`src/core/fmsp_defs.svh`:
```
// Register offsets, field positions and timing counts of the serial port.
`ifndef FMSP_DEFS_SVH
`define FMSP_DEFS_SVH
`define FMSP_OFF_CTRL   5'h00
`define FMSP_OFF_DATA   5'h04
`define FMSP_OFF_BAUD   5'h08
`define FMSP_OFF_T1RLD  5'h0C
`define FMSP_OFF_T2RLD  5'h10
`define FMSP_C_MODE_HI  7
`define FMSP_C_MODE_LO  6
`define FMSP_C_MPF      5
`define FMSP_C_REN      4
`define FMSP_C_TB8      3
`define FMSP_C_RB8      2
`define FMSP_C_TI       1
`define FMSP_C_RI       0
`define FMSP_B_BAUD_DOUBLER     0
`define FMSP_B_T1M      1
`define FMSP_B_T1EXT    2
`define FMSP_B_TX_CLK_TIMER2_SEL     3
`define FMSP_B_RCLK     4
`define FMSP_B_T2EXT    5
`define FMSP_MODE_SYNC  2'h0
`define FMSP_MODE_8BIT  2'h1
`define FMSP_MODE_FIX   2'h2
`define FMSP_DIV12_LAST 4'hB
`define FMSP_DIV4_LAST  2'h3
`define FMSP_M0_RISE    4'h6
`define FMSP_M0_LASTBIT 4'h7
`define FMSP_TICK_LAST  4'hF
`define FMSP_RX_MID     4'h7
`define FMSP_STOP_IDX8  4'h9
`define FMSP_STOP_IDX9  4'hA
`define FMSP_RXLAST8    4'h8
`define FMSP_RXLAST9    4'h9
`define FMSP_T1_TOP     8'hFF
`define FMSP_T2_TOP     16'hFFFF
`endif

```
`src/core/fmsp_pkg.sv`:
```
// Types of the serial port: state machine states and the state record.
package fmsp_pkg;
   typedef enum logic [1:0] {M0_IDLE, M0_TX, M0_RX, M0_RDONE} fmsp_m0_e;
   typedef enum logic       {TX_IDLE, TX_RUN} fmsp_tx_e;
   typedef enum logic [1:0] {RX_IDLE, RX_START, RX_BITS} fmsp_rx_e;

   typedef struct packed {
      logic [1:0]  mode;
      logic        mpf;
      logic        ren;
      logic        tb8;
      logic        rb8;
      logic        ti;
      logic        ri;
      logic        baud_doubler;
      logic        t1m;
      logic        t1ext;
      logic        tx_clk_timer2_sel;
      logic        rclk;
      logic        t2ext;
      logic [7:0]  t1rld;
      logic [7:0]  t1cnt;
      logic        t1half;
      logic [15:0] t2rld;
      logic [15:0] t2cnt;
      logic [3:0]  div12;
      logic [1:0]  div4;
      logic        t1pin_d;
      logic        t2pin_d;
      logic        rxd_d;
      logic        pend_wr;
      logic        pend_rd;
      logic        rd_wait;
      logic [4:0]  paddr;
      logic [31:0] hrdata;
      fmsp_m0_e    m0;
      logic [3:0]  m0cnt;
      logic [3:0]  m0bit;
      logic [7:0]  m0sh;
      fmsp_tx_e    tx;
      logic [10:0] txsh;
      logic [3:0]  txbit;
      logic [3:0]  txtick;
      fmsp_rx_e    rx;
      logic [9:0]  rxsh;
      logic [3:0]  rxbit;
      logic [3:0]  rxtick;
      logic [7:0]  rbuf;
      logic        txd;
      logic        rxoe;
   } fmsp_state_s;
endpackage : fmsp_pkg

```
`src/core/fmsp_top.sv`:
```
// Four-mode serial port with an AHB-Lite register slave and baud timers.
`timescale 1ns/100ps
`default_nettype none
`include "fmsp_defs.svh"

// Function
// - Received byte kept in separate holding register.
// - One data address: read receive, write transmit.
// - Set done flags on transmit and receive completion.
// - Done flags cleared only by software writes.
// - Mode bits choose sync, 8-bit, 9-bit modes.
// - Mode 0 half duplex, we drive clock.
// - Mode 0 write shifts eight bits LSB first.
// - Mode 0 receive when enabled, flag clear.
// - Mode 0 clock system_clock/12, receive pin open-drain.
// - Mode 1 frame: start, eight data, stop.
// - Async transmit done at start of stop.
// - Mode 1 accept rules with filter on stop.
// - Timer overflows set variable rate, per direction.
// - Timer 1 overflow divided by 32 or 16.
// - Timer 2 overflow divided by sixteen.
// - Timer 1 rate from selectable clock, reload.
// - Timer 2 counts system_clock/2 or pin falls, 16-bit reload.
// - Timer 2 select bits force baud generator.
// - Mode 2 frame carries programmable ninth bit.
// - Mode 2 accept rules with filter on ninth.
// - Mode 2 rate system_clock/64 or system_clock/32.
// - Mode 3 is mode 2 with timer rate.
module fmsp_top (
   input  wire logic        CLK_SYS,
   input  wire logic        SRST,
   input  wire logic        HSEL,
   input  wire logic [31:0] HADDR,
   input  wire logic [1:0]  HTRANS,
   input  wire logic        HWRITE,
   input  wire logic [2:0]  HSIZE,
   input  wire logic [31:0] HWDATA,
   input  wire logic        HREADY,
   output logic             HREADYOUT,
   output logic             HRESP,
   output logic [31:0]      HRDATA,
   output logic             TXD_O,
   input  wire logic        RXD_I,
   output logic             RXD_O,
   output logic             RXD_OE,
   input  wire logic        T1_CLK_IN,
   input  wire logic        T2_CLK_IN
);
   fmsp_pkg::fmsp_state_s s_ff;
   fmsp_pkg::fmsp_state_s nxt_s;

   logic        div12_p;
   logic        sys2_p;
   logic        sys4_p;
   logic        t1_en;
   logic        t1_ovf;
   logic        t2_en;
   logic        t2_ovf;
   logic        t1_x16;
   logic        fix_x16;
   logic        tx_tick;
   logic        rx_tick;
   logic        acc;
   logic        wr_ctrl;
   logic        tx_start;
   logic        rx_fin;
   logic        rx_flag;
   logic [3:0]  tx_stop;
   logic [3:0]  rx_last;
   logic [31:0] rdv;

   // HSIZE is not decoded; only whole-word transfers are expected.
   assign HRESP  = 1'b0;
   assign HRDATA = s_ff.hrdata;
   assign TXD_O  = s_ff.txd;
   // The receive pin only ever pulls low; a pull-up makes the high level.
   assign RXD_O  = 1'b0;
   assign RXD_OE = s_ff.rxoe;
   assign HREADYOUT = ~(s_ff.pend_rd & ~s_ff.rd_wait);

   always_comb begin
      nxt_s = s_ff;
      rdv   = '0;

      // Prescalers shared by the timers and the fixed-rate mode.
      div12_p = (s_ff.div12 == `FMSP_DIV12_LAST);
      nxt_s.div12 = div12_p ? '0 : s_ff.div12 + 4'h1;
      nxt_s.div4  = s_ff.div4 + 2'h1;
      sys2_p = s_ff.div4[0];
      sys4_p = (s_ff.div4 == `FMSP_DIV4_LAST);
      nxt_s.t1pin_d = T1_CLK_IN;
      nxt_s.t2pin_d = T2_CLK_IN;
      nxt_s.rxd_d   = RXD_I;

      // Timer 1: 8-bit auto-reload counter.
      if (s_ff.t1ext) begin
         t1_en = s_ff.t1pin_d & ~T1_CLK_IN;
      end else begin
         t1_en = s_ff.t1m | div12_p;
      end
      t1_ovf = t1_en && (s_ff.t1cnt == `FMSP_T1_TOP);
      if (t1_ovf) begin
         nxt_s.t1cnt  = s_ff.t1rld;
         nxt_s.t1half = ~s_ff.t1half;
      end else if (t1_en) begin
         nxt_s.t1cnt = s_ff.t1cnt + 8'h01;
      end

      // Timer 2 runs only while a direction has picked it; parked, it holds
      // its reload so the first bit after selection has full length.
      if (s_ff.t2ext) begin
         t2_en = (s_ff.tx_clk_timer2_sel | s_ff.rclk) & s_ff.t2pin_d & ~T2_CLK_IN;
      end else begin
         t2_en = (s_ff.tx_clk_timer2_sel | s_ff.rclk) & sys2_p;
      end
      t2_ovf = t2_en && (s_ff.t2cnt == `FMSP_T2_TOP);
      if (t2_ovf || !(s_ff.tx_clk_timer2_sel | s_ff.rclk)) begin
         nxt_s.t2cnt = s_ff.t2rld;
      end else if (t2_en) begin
         nxt_s.t2cnt = s_ff.t2cnt + 16'h0001;
      end

      // Sixteen ticks per bit: halving timer 1 gives the divide by 32.
      t1_x16  = t1_ovf & (s_ff.baud_doubler | s_ff.t1half);
      fix_x16 = s_ff.baud_doubler ? sys2_p : sys4_p;
      if (s_ff.mode == `FMSP_MODE_FIX) begin
         tx_tick = fix_x16;
         rx_tick = fix_x16;
      end else begin
         tx_tick = s_ff.tx_clk_timer2_sel ? t2_ovf : t1_x16;
         rx_tick = s_ff.rclk ? t2_ovf : t1_x16;
      end

      // Bus slave: writes take effect in the data phase without waits,
      // reads insert one wait state so the data comes from a flop.
      acc = HSEL & HTRANS[1] & HREADY;
      unique case (s_ff.paddr)
         `FMSP_OFF_CTRL: begin
            rdv[`FMSP_C_MODE_HI:`FMSP_C_MODE_LO] = s_ff.mode;
            rdv[`FMSP_C_MPF] = s_ff.mpf;
            rdv[`FMSP_C_REN] = s_ff.ren;
            rdv[`FMSP_C_TB8] = s_ff.tb8;
            rdv[`FMSP_C_RB8] = s_ff.rb8;
            rdv[`FMSP_C_TI]  = s_ff.ti;
            rdv[`FMSP_C_RI]  = s_ff.ri;
         end
         `FMSP_OFF_DATA: begin
            rdv[7:0] = s_ff.rbuf;
         end
         `FMSP_OFF_BAUD: begin
            rdv[`FMSP_B_BAUD_DOUBLER]  = s_ff.baud_doubler;
            rdv[`FMSP_B_T1M]   = s_ff.t1m;
            rdv[`FMSP_B_T1EXT] = s_ff.t1ext;
            rdv[`FMSP_B_TX_CLK_TIMER2_SEL]  = s_ff.tx_clk_timer2_sel;
            rdv[`FMSP_B_RCLK]  = s_ff.rclk;
            rdv[`FMSP_B_T2EXT] = s_ff.t2ext;
         end
         `FMSP_OFF_T1RLD: rdv[7:0]  = s_ff.t1rld;
         `FMSP_OFF_T2RLD: rdv[15:0] = s_ff.t2rld;
         default:         rdv = '0;
      endcase
      if (s_ff.pend_rd && !s_ff.rd_wait) begin
         nxt_s.rd_wait = 1'b1;
         nxt_s.hrdata  = rdv;
      end else begin
         nxt_s.rd_wait = 1'b0;
         nxt_s.pend_wr = acc & HWRITE;
         nxt_s.pend_rd = acc & ~HWRITE;
         if (acc) begin
            nxt_s.paddr = HADDR[4:0];
         end
      end

      wr_ctrl  = s_ff.pend_wr && (s_ff.paddr == `FMSP_OFF_CTRL);
      tx_start = s_ff.pend_wr && (s_ff.paddr == `FMSP_OFF_DATA);
      if (wr_ctrl) begin
         nxt_s.mode = HWDATA[`FMSP_C_MODE_HI:`FMSP_C_MODE_LO];
         nxt_s.mpf  = HWDATA[`FMSP_C_MPF];
         nxt_s.ren  = HWDATA[`FMSP_C_REN];
         nxt_s.tb8  = HWDATA[`FMSP_C_TB8];
         nxt_s.rb8  = HWDATA[`FMSP_C_RB8];
         nxt_s.ti   = HWDATA[`FMSP_C_TI];
         nxt_s.ri   = HWDATA[`FMSP_C_RI];
      end
      if (s_ff.pend_wr && (s_ff.paddr == `FMSP_OFF_BAUD)) begin
         nxt_s.baud_doubler  = HWDATA[`FMSP_B_BAUD_DOUBLER];
         nxt_s.t1m   = HWDATA[`FMSP_B_T1M];
         nxt_s.t1ext = HWDATA[`FMSP_B_T1EXT];
         nxt_s.tx_clk_timer2_sel  = HWDATA[`FMSP_B_TX_CLK_TIMER2_SEL];
         nxt_s.rclk  = HWDATA[`FMSP_B_RCLK];
         nxt_s.t2ext = HWDATA[`FMSP_B_T2EXT];
      end
      if (s_ff.pend_wr && (s_ff.paddr == `FMSP_OFF_T1RLD)) begin
         nxt_s.t1rld = HWDATA[7:0];
      end
      if (s_ff.pend_wr && (s_ff.paddr == `FMSP_OFF_T2RLD)) begin
         nxt_s.t2rld = HWDATA[15:0];
      end

      // Mode 0 engine: one shared shifter, so the mode is half duplex.
      unique case (s_ff.m0)
         fmsp_pkg::M0_IDLE: begin
            nxt_s.m0cnt = '0;
            nxt_s.m0bit = '0;
            if (s_ff.mode == `FMSP_MODE_SYNC) begin
               if (tx_start) begin
                  nxt_s.m0   = fmsp_pkg::M0_TX;
                  nxt_s.m0sh = HWDATA[7:0];
               end else if (s_ff.ren && !s_ff.ri) begin
                  nxt_s.m0 = fmsp_pkg::M0_RX;
               end
            end
         end
         fmsp_pkg::M0_TX, fmsp_pkg::M0_RX: begin
            nxt_s.m0cnt = s_ff.m0cnt + 4'h1;
            if ((s_ff.m0 == fmsp_pkg::M0_RX) &&
                (s_ff.m0cnt == `FMSP_M0_RISE)) begin
               nxt_s.m0sh = {RXD_I, s_ff.m0sh[7:1]};
               if (s_ff.m0bit == `FMSP_M0_LASTBIT) begin
                  nxt_s.m0 = fmsp_pkg::M0_RDONE;
               end
            end
            if (s_ff.m0cnt == `FMSP_DIV12_LAST) begin
               nxt_s.m0cnt = '0;
               nxt_s.m0bit = s_ff.m0bit + 4'h1;
               nxt_s.m0sh  = (s_ff.m0 == fmsp_pkg::M0_TX) ?
                             {1'b0, s_ff.m0sh[7:1]} : s_ff.m0sh;
               if (s_ff.m0bit == `FMSP_M0_LASTBIT) begin
                  nxt_s.m0 = fmsp_pkg::M0_IDLE;
                  nxt_s.ti = 1'b1;
               end
            end
         end
         fmsp_pkg::M0_RDONE: begin
            nxt_s.m0   = fmsp_pkg::M0_IDLE;
            nxt_s.rbuf = s_ff.m0sh;
            nxt_s.ri   = 1'b1;
         end
         default: nxt_s.m0 = fmsp_pkg::M0_IDLE;
      endcase

      // Asynchronous transmitter; a write while busy is dropped.
      tx_stop = (s_ff.mode == `FMSP_MODE_8BIT) ? `FMSP_STOP_IDX8
                                               : `FMSP_STOP_IDX9;
      unique case (s_ff.tx)
         fmsp_pkg::TX_IDLE: begin
            if (tx_start && (s_ff.mode != `FMSP_MODE_SYNC)) begin
               nxt_s.tx     = fmsp_pkg::TX_RUN;
               nxt_s.txbit  = '0;
               nxt_s.txtick = '0;
               nxt_s.txsh   = {1'b1,
                               (s_ff.mode == `FMSP_MODE_8BIT) | s_ff.tb8,
                               HWDATA[7:0], 1'b0};
            end
         end
         fmsp_pkg::TX_RUN: begin
            if (tx_tick) begin
               nxt_s.txtick = s_ff.txtick + 4'h1;
               if (s_ff.txtick == `FMSP_TICK_LAST) begin
                  nxt_s.txsh  = {1'b1, s_ff.txsh[10:1]};
                  nxt_s.txbit = s_ff.txbit + 4'h1;
                  if (s_ff.txbit == tx_stop - 4'h1) begin
                     nxt_s.ti = 1'b1;
                  end
                  if (s_ff.txbit == tx_stop) begin
                     nxt_s.tx = fmsp_pkg::TX_IDLE;
                  end
               end
            end
         end
         default: nxt_s.tx = fmsp_pkg::TX_IDLE;
      endcase

      // Asynchronous receiver.
      rx_last = (s_ff.mode == `FMSP_MODE_8BIT) ? `FMSP_RXLAST8
                                               : `FMSP_RXLAST9;
      rx_fin  = 1'b0;
      // The stop bit is the filter bit in mode 1, the ninth otherwise.
      rx_flag = (s_ff.mode == `FMSP_MODE_8BIT) ? RXD_I : s_ff.rxsh[8];
      unique case (s_ff.rx)
         fmsp_pkg::RX_IDLE: begin
            if (s_ff.ren && (s_ff.mode != `FMSP_MODE_SYNC) &&
                s_ff.rxd_d && !RXD_I) begin
               nxt_s.rx     = fmsp_pkg::RX_START;
               nxt_s.rxtick = '0;
            end
         end
         fmsp_pkg::RX_START: begin
            if (rx_tick) begin
               nxt_s.rxtick = s_ff.rxtick + 4'h1;
               if (s_ff.rxtick == `FMSP_RX_MID) begin
                  nxt_s.rxtick = '0;
                  nxt_s.rxbit  = '0;
                  nxt_s.rx = RXD_I ? fmsp_pkg::RX_IDLE
                                   : fmsp_pkg::RX_BITS;
               end
            end
         end
         fmsp_pkg::RX_BITS: begin
            if (rx_tick) begin
               nxt_s.rxtick = s_ff.rxtick + 4'h1;
               if (s_ff.rxtick == `FMSP_TICK_LAST) begin
                  nxt_s.rxsh[s_ff.rxbit] = RXD_I;
                  nxt_s.rxbit = s_ff.rxbit + 4'h1;
                  if (s_ff.rxbit == rx_last) begin
                     nxt_s.rx = fmsp_pkg::RX_IDLE;
                     rx_fin   = 1'b1;
                  end
               end
            end
         end
         default: nxt_s.rx = fmsp_pkg::RX_IDLE;
      endcase
      // A frame that fails the test leaves buffer and flags untouched.
      if (rx_fin && !s_ff.ri && (!s_ff.mpf || rx_flag)) begin
         nxt_s.rbuf = s_ff.rxsh[7:0];
         nxt_s.rb8  = rx_flag;
         nxt_s.ri   = 1'b1;
      end

      // Pins follow the next state so they line up with it once stored.
      if ((nxt_s.m0 == fmsp_pkg::M0_TX) || (nxt_s.m0 == fmsp_pkg::M0_RX))
      begin
         nxt_s.txd = (nxt_s.m0cnt >= `FMSP_M0_RISE);
      end else if (nxt_s.tx == fmsp_pkg::TX_RUN) begin
         nxt_s.txd = nxt_s.txsh[0];
      end else begin
         nxt_s.txd = 1'b1;
      end
      nxt_s.rxoe = (nxt_s.m0 == fmsp_pkg::M0_TX) & ~nxt_s.m0sh[0];
   end

   always_ff @(posedge CLK_SYS) begin
      if (SRST) begin
         s_ff       <= '0;
         s_ff.txd   <= 1'b1;
         s_ff.rxd_d <= 1'b1;
      end else begin
         s_ff <= nxt_s;
      end
   end
endmodule : fmsp_top
`default_nettype wire

```
`config.mk`:
```
export PLATFORM = sky130hd
export DESIGN_NAME = fmsp_top
export DESIGN_NICKNAME = d
export VERILOG_FILES = /design/src/core/fmsp_pkg.sv /design/src/core/fmsp_top.sv
export VERILOG_INCLUDE_DIRS = /design/src /design/src/core
export SDC_FILE = /design/constraint.sdc
export NUM_CORES = 1
export LEC_CHECK = 0
export ABC_AREA = 1
export BUFFER_PORTS_ARGS = -buffer_cell sky130_fd_sc_hd__buf_2
export CORE_ASPECT_RATIO = 0.75
export CORE_UTILIZATION = 40
export DETAILED_ROUTE_END_ITERATION = 16
export HOLD_SLACK_MARGIN = 0.12
export PLACE_DENSITY = 0.6
export SETUP_SLACK_MARGIN = 0.15
export SYNTH_ARGS = -nofsm -noshare
export SYNTH_HDL_FRONTEND = slang
export SYNTH_SLANG_ARGS = --single-unit
```
`constraint.sdc`:
```
create_clock -name CLK_SYS -period 2.9 [get_ports CLK_SYS]
set_clock_uncertainty 0.2 [all_clocks]
set_input_delay 0.435 -clock CLK_SYS [delete_from_list [all_inputs] [get_ports CLK_SYS]]
set_output_delay 0.435 -clock CLK_SYS [all_outputs]
set_load 0.02 [all_outputs]
```
==> results of run 1 <==
state kept, by name, indices dropped and copies added (netlist names), named ones only:
signal and count:
s_ff 136, HRDATA 16, RXD_OE 1, TXD_O 1
where the power goes:
part / internal, uW / total (uW) / switching (uW)
logic: 175 / 539 / 363
clock network: 1420 / 2410 / 991
registers: 2310 / 2370 / 54.8
per-stage QoR:
step           cell area (sq um)  util, %
2_1_floorplan               8359        -
3_3_place_gp                8616    42.51
5_1_grt                     9403    46.39
4_1_cts                     9392    46.33
6_report                    9403    46.39
3_5_place_dp                8616    42.51
synth_stat cells (3+ instances only):
library cell and n:
a31oi_1 12, nor2_1 124, ha_1 23, nor2_2 6
nand2_2 5, clkbuf_1 30, a211oi_1 5, xor2_1 16
buf_2 6, nand2_1 233, or2_2 4, a21oi_1 104
nor2_4 3, inv_1 140, nand4_1 5, inv_2 4
o2111ai_1 4, dfxtp_1 163, and3_1 4, buf_4 35
o211ai_1 7, nand3_2 4, o22ai_1 5, nor3_1 11
o21ai_0 116, nand3_1 71, o21ai_1 5, xnor2_1 6
a221oi_1 6
kinds of logic after synthesis:
group                    after synthesis  synth area share [%]
AO/OA/AOI/OAI                        274                 18.14
XOR/XNOR                              22                 2.323
adder cells (fa/ha/maj)               23                 3.469
buffers and inverters                220                 11.72
flip-flops                           163                 39.34
other                                  1               0.04521
AND/OR/NAND/NOR                      477                 24.96
what timing repair did:
| item | CTS | global route |
|---|---|---|
| setup endpoints to repair | 0 | 3 |
| hold buffers | 15 | 0 |
| hold endpoints to repair | 16 | 0 |
| resized for setup | 0 | 2 |
final cells by class:
| class | instances | share of cell area [%] |
|---|---|---|
| clock buffer | 19 | 4.817 |
| clock inverter | 13 | 1.836 |
| inverter | 146 | 5.828 |
| multi-input combinational | 814 | 43.98 |
| sequential | 163 | 34.70 |
| tap | 258 | 3.433 |
| timing repair buffer | 77 | 5.403 |
per-layer routing:
layer | track usage [%] | vias up | share of wire [%]
li1 | - | 3874 | -
met1 | 31.69 | 3459 | 52
met2 | 30.31 | 169 | 41
met3 | 4.431 | 20 | 6.2
met4 | 5.187 | 0 | 1.1
met5 | 0 | - | 0
worst register-to-register path, stage by stage (launching register included):
cell and delay (ns):
dfxtp_1 0.32, nor2_1 0.20, nand3_1 0.17, nor2_1 0.27, nand2_1 0.15, inv_1 0.23, nor2_1 0.11, nor2_1 0.09
nand2_1 0.05, inv_1 0.30, o21ai_0 0.14, a31oi_1 0.17
worst max-delay path by stage:
stage	from	to	cells after the start
floorplan	s_ff[150]	s_ff[7]	13
global placement	s_ff[150]	s_ff[45]	12
detailed placement	s_ff[150]	s_ff[39]	12
CTS	T2_CLK_IN	s_ff[43]	12
global route	s_ff[62]	s_ff[53]	13
finish	s_ff[100]	s_ff[57]	11
==> results.yml, run 1 <==
placed_design:
  pre_cts_ws_ns: 0.4080
  dp_hpwl_um: 15420
  dp.cells: 1443
  place.gp.congestion: 0.8558
  io_buffers: 48
routing:
  detail-route-antenna-nets: 0
  firstDrtPassIters: 5
  wl_per_cell_um: 14.66
  vias_per_cell: 5.048
  vias: 7522
  routed_wl_um: 21850
  drt_iter0_drc: 737
  drcViolationCount: 0
critical_path:
  crit_required_ns: 3.05
  cp-start-kind: "flip-flop"
  timing.rr.start: "s_ff[100]"
  cp_max_fo: 14
  crit_arrival_ns: 2.62
  path_class: "flip-flop to flip-flop"
  critPathBufInv: 2
  endpoint_kind: "flip-flop"
  regToRegEndpoint: "s_ff[57]"
  crit_chain: "nor2_1 -> nand3_1 -> nor2_1 -> nand2_1 -> inv_1 -> nor2_1 -> nor2_1 -> nand2_1 -> inv_1 -> o21ai_0 -> a31oi_1"
  crit_family: "simple AND/OR/NAND/NOR gates"
  reg2reg_slack_ns: 0.43
  slowest_stage: "dfxtp_1"
  cpPeakStageDelay_ns: 0.32
  crit_top_cell: "nor2_1"
  r2r_cells: 11
grt:
  overflow: 0
  grt_antenna_before_repair: 0
  grt_pass1_vias: 6769
  grt_max_degree: 52
  grt_pass1_wl_um: 35450
  track_usage_pct: 21.09
clocking:
  numCtsBuffers: 17
  cts_tree: "done"
  htreeDepth: 4
  ctsLongestPathBuffers: 2
  postCtsSetupRepairBufs: 0
  clock_latency_ns: 0.43
  cts_sinks: 163
  cts_root_buf: "clkbuf_16"
  clkTransAtPathRegs_ns: 0.07
final_layout:
  mostFrequentLayoutCells: "nand2_1 (232), dfxtp_1 (163), inv_1 (139)"
  area_delta_synth_final_pct: 13.35
  drive_above_1_share_pct: 10.47
  instances_no_fill: 1490
  n_antenna_cell: 0
  multiInputGateArea_sq_mm: 0.004135
  layout.nets: 1319
  regArea_sq_mm: 0.003263
  fill_cells: 2062
  final_common_cell: "nand2_1"
logic_synthesis:
  avgSynthCellArea_sq_um: 7.030
  synth_area_sq_mm: 0.008295
  synth_edf_count: 0
  yosysWarnings: 0
  ys_types: 48
  yosys-top-cells-area: "dfxtp_1 (39%), nand2_1 (11%), o21ai_0 (7.0%)"
  synth_top_flop_cell: "dfxtp_1"
  synth_top_area_share_pct: 39.34
  synth-async-reset-ratio_pct: 0
  seq_area_frac_synth_pct: 39.34
  yosys.area.top_type: "dfxtp_1"
  synth.ff_latch_count: 163
  syn_inst: 1180
sta:
  rsz0062_at_grt: "false"
  period_share_pct: 85.25
  max_freq_mhz: 404.5
  hold_slack_ns: 0.1458
  slew_headroom_pct: 55.65
  min_period_ns: 2.472
  finalHoldViolCount: 0
  drv_slew: 0
  setup_slack_ns: 0.4277
  finalSetupViolations: 0
  setup_tns_ns: 0
  tightest_slew_ns: 0.6628
min_path:
  hold_path_class: "primary input to flip-flop"
  min_from: "HWDATA[9]"
  min_to: "s_ff[142]"
  hold-path-cell-count: 3
pwr:
  total_leakage_power_uw: 0.003994
  ir_drop_mv: 0.4637
  power_uw: 5314
  cellPowerDensity_mw_per_mm2: 565.2
floorplanning:
  pin_count: 114
  coreArea_sq_mm: 0.02027
  dieHeight_um: 126.7
  start_util_pct: 40.93
  num_rows: 45
  chipWidth_um: 168.3
  die_area_sq_mm: 0.02132
outcome:
  status: "finished clean"
job:
  max_cap_viol_count: 0
(Power assumes the default switching activity.)
==> run 2, diff against run 1 <==
Settings changed: RECOVER_POWER set to 25.
==> results.yml, run 2 (synthesis results as in run 1) <==
outcome:
  status: "finished clean"
sta:
  slew_headroom_pct: 15.84
  finalHoldViolCount: 0
  min_period_ns: 2.461
  max_freq_mhz: 406.4
  setup_tns_ns: 0
  setup_slack_ns: 0.4393
  finalSetupViolations: 0
  rsz0062_at_grt: "false"
  drv_slew: 0
  period_share_pct: 84.85
  tightest_slew_ns: 1.262
clocking:
  clock_latency_ns: 0.43
  cts_tree: "done"
  cts_root_buf: "clkbuf_16"
  clkTransAtPathRegs_ns: 0.07
  ctsLongestPathBuffers: 2
  htreeDepth: 4
  cts_sinks: 163
  numCtsBuffers: 17
job:
  max_cap_viol_count: 0
routing:
  wl_per_cell_um: 14.64
  drcViolationCount: 0
  vias_per_cell: 5.073
  vias: 7559
  routed_wl_um: 21820
  detail-route-antenna-nets: 0
  drt_iter0_drc: 649
  firstDrtPassIters: 5
final_layout:
  drive_above_1_share_pct: 8.523
  mostFrequentLayoutCells: "nand2_1 (232), dfxtp_1 (163), inv_1 (140)"
  final_common_cell: "nand2_1"
  largest_register_ffs: 136
  fill_cells: 2080
  regMostFlops: "s_ff"
  n_antenna_cell: 0
  regArea_sq_mm: 0.003263
  layout.nets: 1319
  multiInputGateArea_sq_mm: 0.004133
  area_delta_synth_final_pct: 12.87
placed_design:
  place.gp.congestion: 0.8558
  io_buffers: 48
  pre_cts_ws_ns: 0.4080
  dp_hpwl_um: 15420
min_path:
  hold_path_class: "primary input to flip-flop"
  min_from: "HWDATA[9]"
grt:
  grt_max_degree: 52
  grt_pass1_vias: 6769
  overflow: 0
  track_usage_pct: 21.09
  grt_pass1_wl_um: 35450
  grt_antenna_before_repair: 0
pwr:
  total_leakage_power_uw: 0.003905
  ir_drop_mv: 0.4653
  cellPowerDensity_mw_per_mm2: 566.9
critical_path:
  cp_max_fo: 13
  cp-start-kind: "flip-flop"
  path_class: "flip-flop to flip-flop"
  crit_required_ns: 3.00
  timing.rr.start: "s_ff[100]"
  startpoint: "s_ff[100]"
  endpoint_kind: "flip-flop"
  crit_arrival_ns: 2.56
floorplanning:
  coreArea_sq_mm: 0.02027
  start_util_pct: 40.93
  num_rows: 45
  chipWidth_um: 168.3
  dieHeight_um: 126.7
  pin_count: 114
  die_area_sq_mm: 0.02132
[run 2: repair_timing]
item	CTS	global route
endpoints found under the hold margin	16	0
gates resized for setup	0	2
hold buffers	15	0
setup endpoints to repair	0	3
setup buffers	0	0
[run 2: area by class of cell]
cell class                      instances  share of cell area (%)
Timing Repair Buffer                   77                   5.025
Inverter                              146                   5.853
Clock inverter                         13                   1.844
Clock buffer                           19                   4.838
Multi-Input combinational cell        814                   44.14
Tap cell                              258                   3.448
Sequential cell                       163                   34.85
[run 2: metal layers]
layer	global-route usage [%]	vias to the layer above	part of all wire, %
met3	4.431	22	6.0
met4	5.187	0	1.1
met1	31.69	3493	52
li1	-	3874	-
met2	30.31	170	41
met5	0	-	0
[run 2: worst paths after layout]
| check | slack, ns | depth (start not counted) | end |
|---|---|---|---|
| setup / recovery | 0.44 | 10 | s_ff[142] |
| hold / removal | 0.15 | 3 | s_ff[142] |
| setup reg to reg | 0.44 | 10 | s_ff[142] |
| hold reg to reg | 0.24 | 1 | s_ff[149] |
[run 2: critical path, stage by stage, from the launching register on]
cell	delay (ns)
dfxtp_1	0.32
inv_1	0.07
nand2_1	0.05
nor3_1	0.20
inv_1	0.07
nor2_1	0.14
inv_1	0.05
nor2_1	0.54
inv_1	0.36
o21ai_0	0.26
a21oi_1	0.07
[run 2: report_power, final]
part           total [uW]  leakage, uW  internal, uW  switching [uW]
combinational         532      0.00229           170             362
sequential           2370      0.00132          2310            55.5
clock                2410     0.000293          1420             990
total                5310      0.00391          3900            1410
[run 2: stage by stage]
stage	hold slack (ns)	power, uW	std cells	cell area (sq um)	util (%)
floorplan	0.2148	2813	1197	8359	-
global placement	0.2265	2933	1443	8616	42.51
detailed placement	0.2342	2937	1443	8616	42.51
CTS	0.1330	5341	1490	9392	46.33
global route	0.1679	5529	1490	9363	46.19
finish	0.1469	5308	1490	9363	46.19
==> run 3, diff against run 2 <==
Settings changed: ABC_AREA 1 to 0.
Clock period 2.9 ns to 2.5 ns, I/O delays scaled along.
==> results.yml, run 3 <==
critical_path:
  crit_chain: "nand4_1 -> nor4_4 -> a22oi_2 -> a2111oi_4 -> buf_4 -> buf_12 -> mux2i_2 -> nor2_1"
  reg2reg_slack_ns: 0.03
  path_class: "flip-flop to flip-flop"
  endpoint_kind: "flip-flop"
  cp_max_fo: 5
  slowest_stage: "nor4_4"
  crit_family: "simple AND/OR/NAND/NOR gates"
  cp-start-kind: "flip-flop"
  crit_required_ns: 2.58
  regToRegEndpoint: "s_ff[7]"
  crit_arrival_ns: 2.55
  r2r_cells: 8
  timing.rr.start: "s_ff[127]"
  cpPeakStageDelay_ns: 0.38
  critPathBufInv: 2
min_path:
  hold_path_class: "primary input to flip-flop"
  min_from: "HREADY"
  min_to: "s_ff[106]"
  hold-path-cell-count: 5
logic_synthesis:
  synth_edf_count: 0
  synth-async-reset-ratio_pct: 0
  synth.top_cells.by_count: "dfxtp_1 (163), nor2_1 (124), nand2_1 (85), a21oi_1 (73), mux2i_1 (55)"
  synth_top_area_share_pct: 39.69
  synth_top_flop_cell: "dfxtp_1"
  synth.ff_latch_count: 163
  synth_area_sq_mm: 0.008222
  ys_types: 68
  synth_most_common_cell: "dfxtp_1"
  yosys-top-cells-area: "dfxtp_1 (40%), mux2i_1 (6.7%), nor2_1 (5.7%)"
  syn_inst: 964
  yosys.area.top_type: "dfxtp_1"
  avgSynthCellArea_sq_um: 8.529
  seq_area_frac_synth_pct: 39.69
  yosysWarnings: 0
sta:
  period_share_pct: 98.78
  finalHoldViolCount: 0
  rsz0062_at_grt: "true"
  drv_slew: 0
  max_freq_mhz: 404.9
  hold_slack_ns: 0.1326
  tightest_slew_ns: 0.8403
  slew_headroom_pct: 43.98
  finalSetupViolations: 0
  min_period_ns: 2.469
final_layout:
  final_common_cell: "dfxtp_1"
  final_cell_area_sq_mm: 0.01005
  regMostFlops: "s_ff"
  instances_no_fill: 1333
  fill_cells: 1896
  largest_register_ffs: 136
  layout.nets: 1162
  area_delta_synth_final_pct: 22.20
  mostFrequentLayoutCells: "dfxtp_1 (153), nor2_1 (121), nand2_1 (85)"
  drive_above_1_share_pct: 20.56
  n_antenna_cell: 0
floorplanning:
  start_util_pct: 40.67
  pin_count: 114
  chipWidth_um: 167.5
  coreArea_sq_mm: 0.02021
  die_area_sq_mm: 0.02114
  dieHeight_um: 126.2
  num_rows: 45
pwr:
  total_leakage_power_uw: 0.003718
  ir_drop_mv: 0.4680
  cellPowerDensity_mw_per_mm2: 559.8
clocking:
  clkTransAtPathRegs_ns: 0.07
  cts_root_buf: "clkbuf_16"
  numCtsBuffers: 17
  ctsLongestPathBuffers: 2
  cts_sinks: 163
  clock_latency_ns: 0.43
  cts_tree: "done"
  htreeDepth: 4
routing:
  firstDrtPassIters: 5
  routed_wl_um: 22340
  detail-route-antenna-nets: 0
  vias_per_cell: 5.463
  vias: 7282
  drcViolationCount: 0
  drt_iter0_drc: 612
  wl_per_cell_um: 16.76
placed_design:
  place.gp.congestion: 0.8392
  place_area_sq_mm: 0.008896
  dp_hpwl_um: 15440
  dp.cells: 1260
  io_buffers: 48
grt:
  overflow: 0
  grt_pass1_wl_um: 34820
  grt_antenna_before_repair: 0
  track_usage_pct: 21.03
  grt_max_degree: 156
  grt_pass1_vias: 6390
outcome:
  status: "finished clean"
job:
  max_cap_viol_count: 0
==> run 3: cell type report <==
type	instances	area [sq um]	area share [%]
sequential	163	3276	32.60
inverter	23	86.33	0.8593
clock inverter	15	161.4	1.606
tap	258	322.8	3.213
clock buffer	17	425.4	4.234
timing repair buffer	153	1167	11.62
multi-input combinational	704	4608	45.87
==> run 3: what timing repair did <==
| item | CTS | global route |
|---|---|---|
| buffers inserted | 5 | 10 |
| hold endpoints to repair | 34 | 0 |
| endpoints found under the setup margin | 33 | 49 |
| pin swaps | 11 | 16 |
| hold buffers | 25 | 0 |
| cloned | 0 | 1 |
| gates resized for setup | 18 | 30 |
==> run 3: worst max-delay path by stage <==
stage	cells after the start	slack [ns]	end	startpoint
2_1_floorplan	8	0.16	flip-flop	s_ff[114]
5_1_grt	8	-0.05	s_ff[7]	s_ff[129]
3_5_place_dp	8	0.01	s_ff[28]	s_ff[150]
6_report	8	0.03	s_ff[7]	s_ff[127]
3_3_place_gp	8	0.05	s_ff[173]	T1_CLK_IN
4_1_cts	8	0.07	s_ff[16]	s_ff[129]
==> run 3: per-stage QoR <==
stage	power [uW]	TNS [ns]	setup WS, ns	util [%]
detailed placement	2991	0	0.01155	44.01
global placement	2987	0	0.04722	44.01
CTS	5648	0	0.06630	48.60
floorplan	2908	0	0.1623	-
finish	5624	0	0.03054	49.71
global route	5800	-0.1808	-0.05156	49.71
==> run 3: routing by layer <==
| metal | vias up | routed length [um] | share of wire, % | GRT usage [%] |
|---|---|---|---|---|
| met2 | 201 | 9154 | 41 | 29.04 |
| met3 | 17 | 1245 | 5.6 | 4.463 |
| met5 | - | 0 | 0 | 0 |
| met1 | 3470 | 11790 | 53 | 32.61 |
| met4 | 0 | 150 | 0.67 | 4.857 |
| li1 | 3594 | - | - | - |
==> run 3: power by group <==
part           switching [uW]  internal, uW
clock network            1230          1420
registers                18.6          2620
logic                     212           123
==> run 3: worst reg2reg max path, stage by stage, from the launching register on <==
cell and delay (ns):
dfxtp_2 0.33, nand4_1 0.26, nor4_4 0.39, a22oi_2 0.21
a2111oi_4 0.32, buf_4 0.20, buf_12 0.13, mux2i_2 0.21
nor2_1 0.07
==> run 3: cell families (layout without fill, tap and decap cells) <==
logic type | after synthesis | count (layout) | synth area share [%]
AND/OR/NAND/NOR | 357 | 357 | 21.08
other | 1 | 18 | 0.04561
buffers and inverters | 114 | 208 | 6.924
flip-flops | 163 | 163 | 39.69
multiplexers | 65 | 65 | 8.066
XOR/XNOR | 20 | 20 | 2.130
AO/OA/AOI/OAI | 221 | 221 | 18.57
adder cells (fa/ha/maj) | 23 | 23 | 3.500
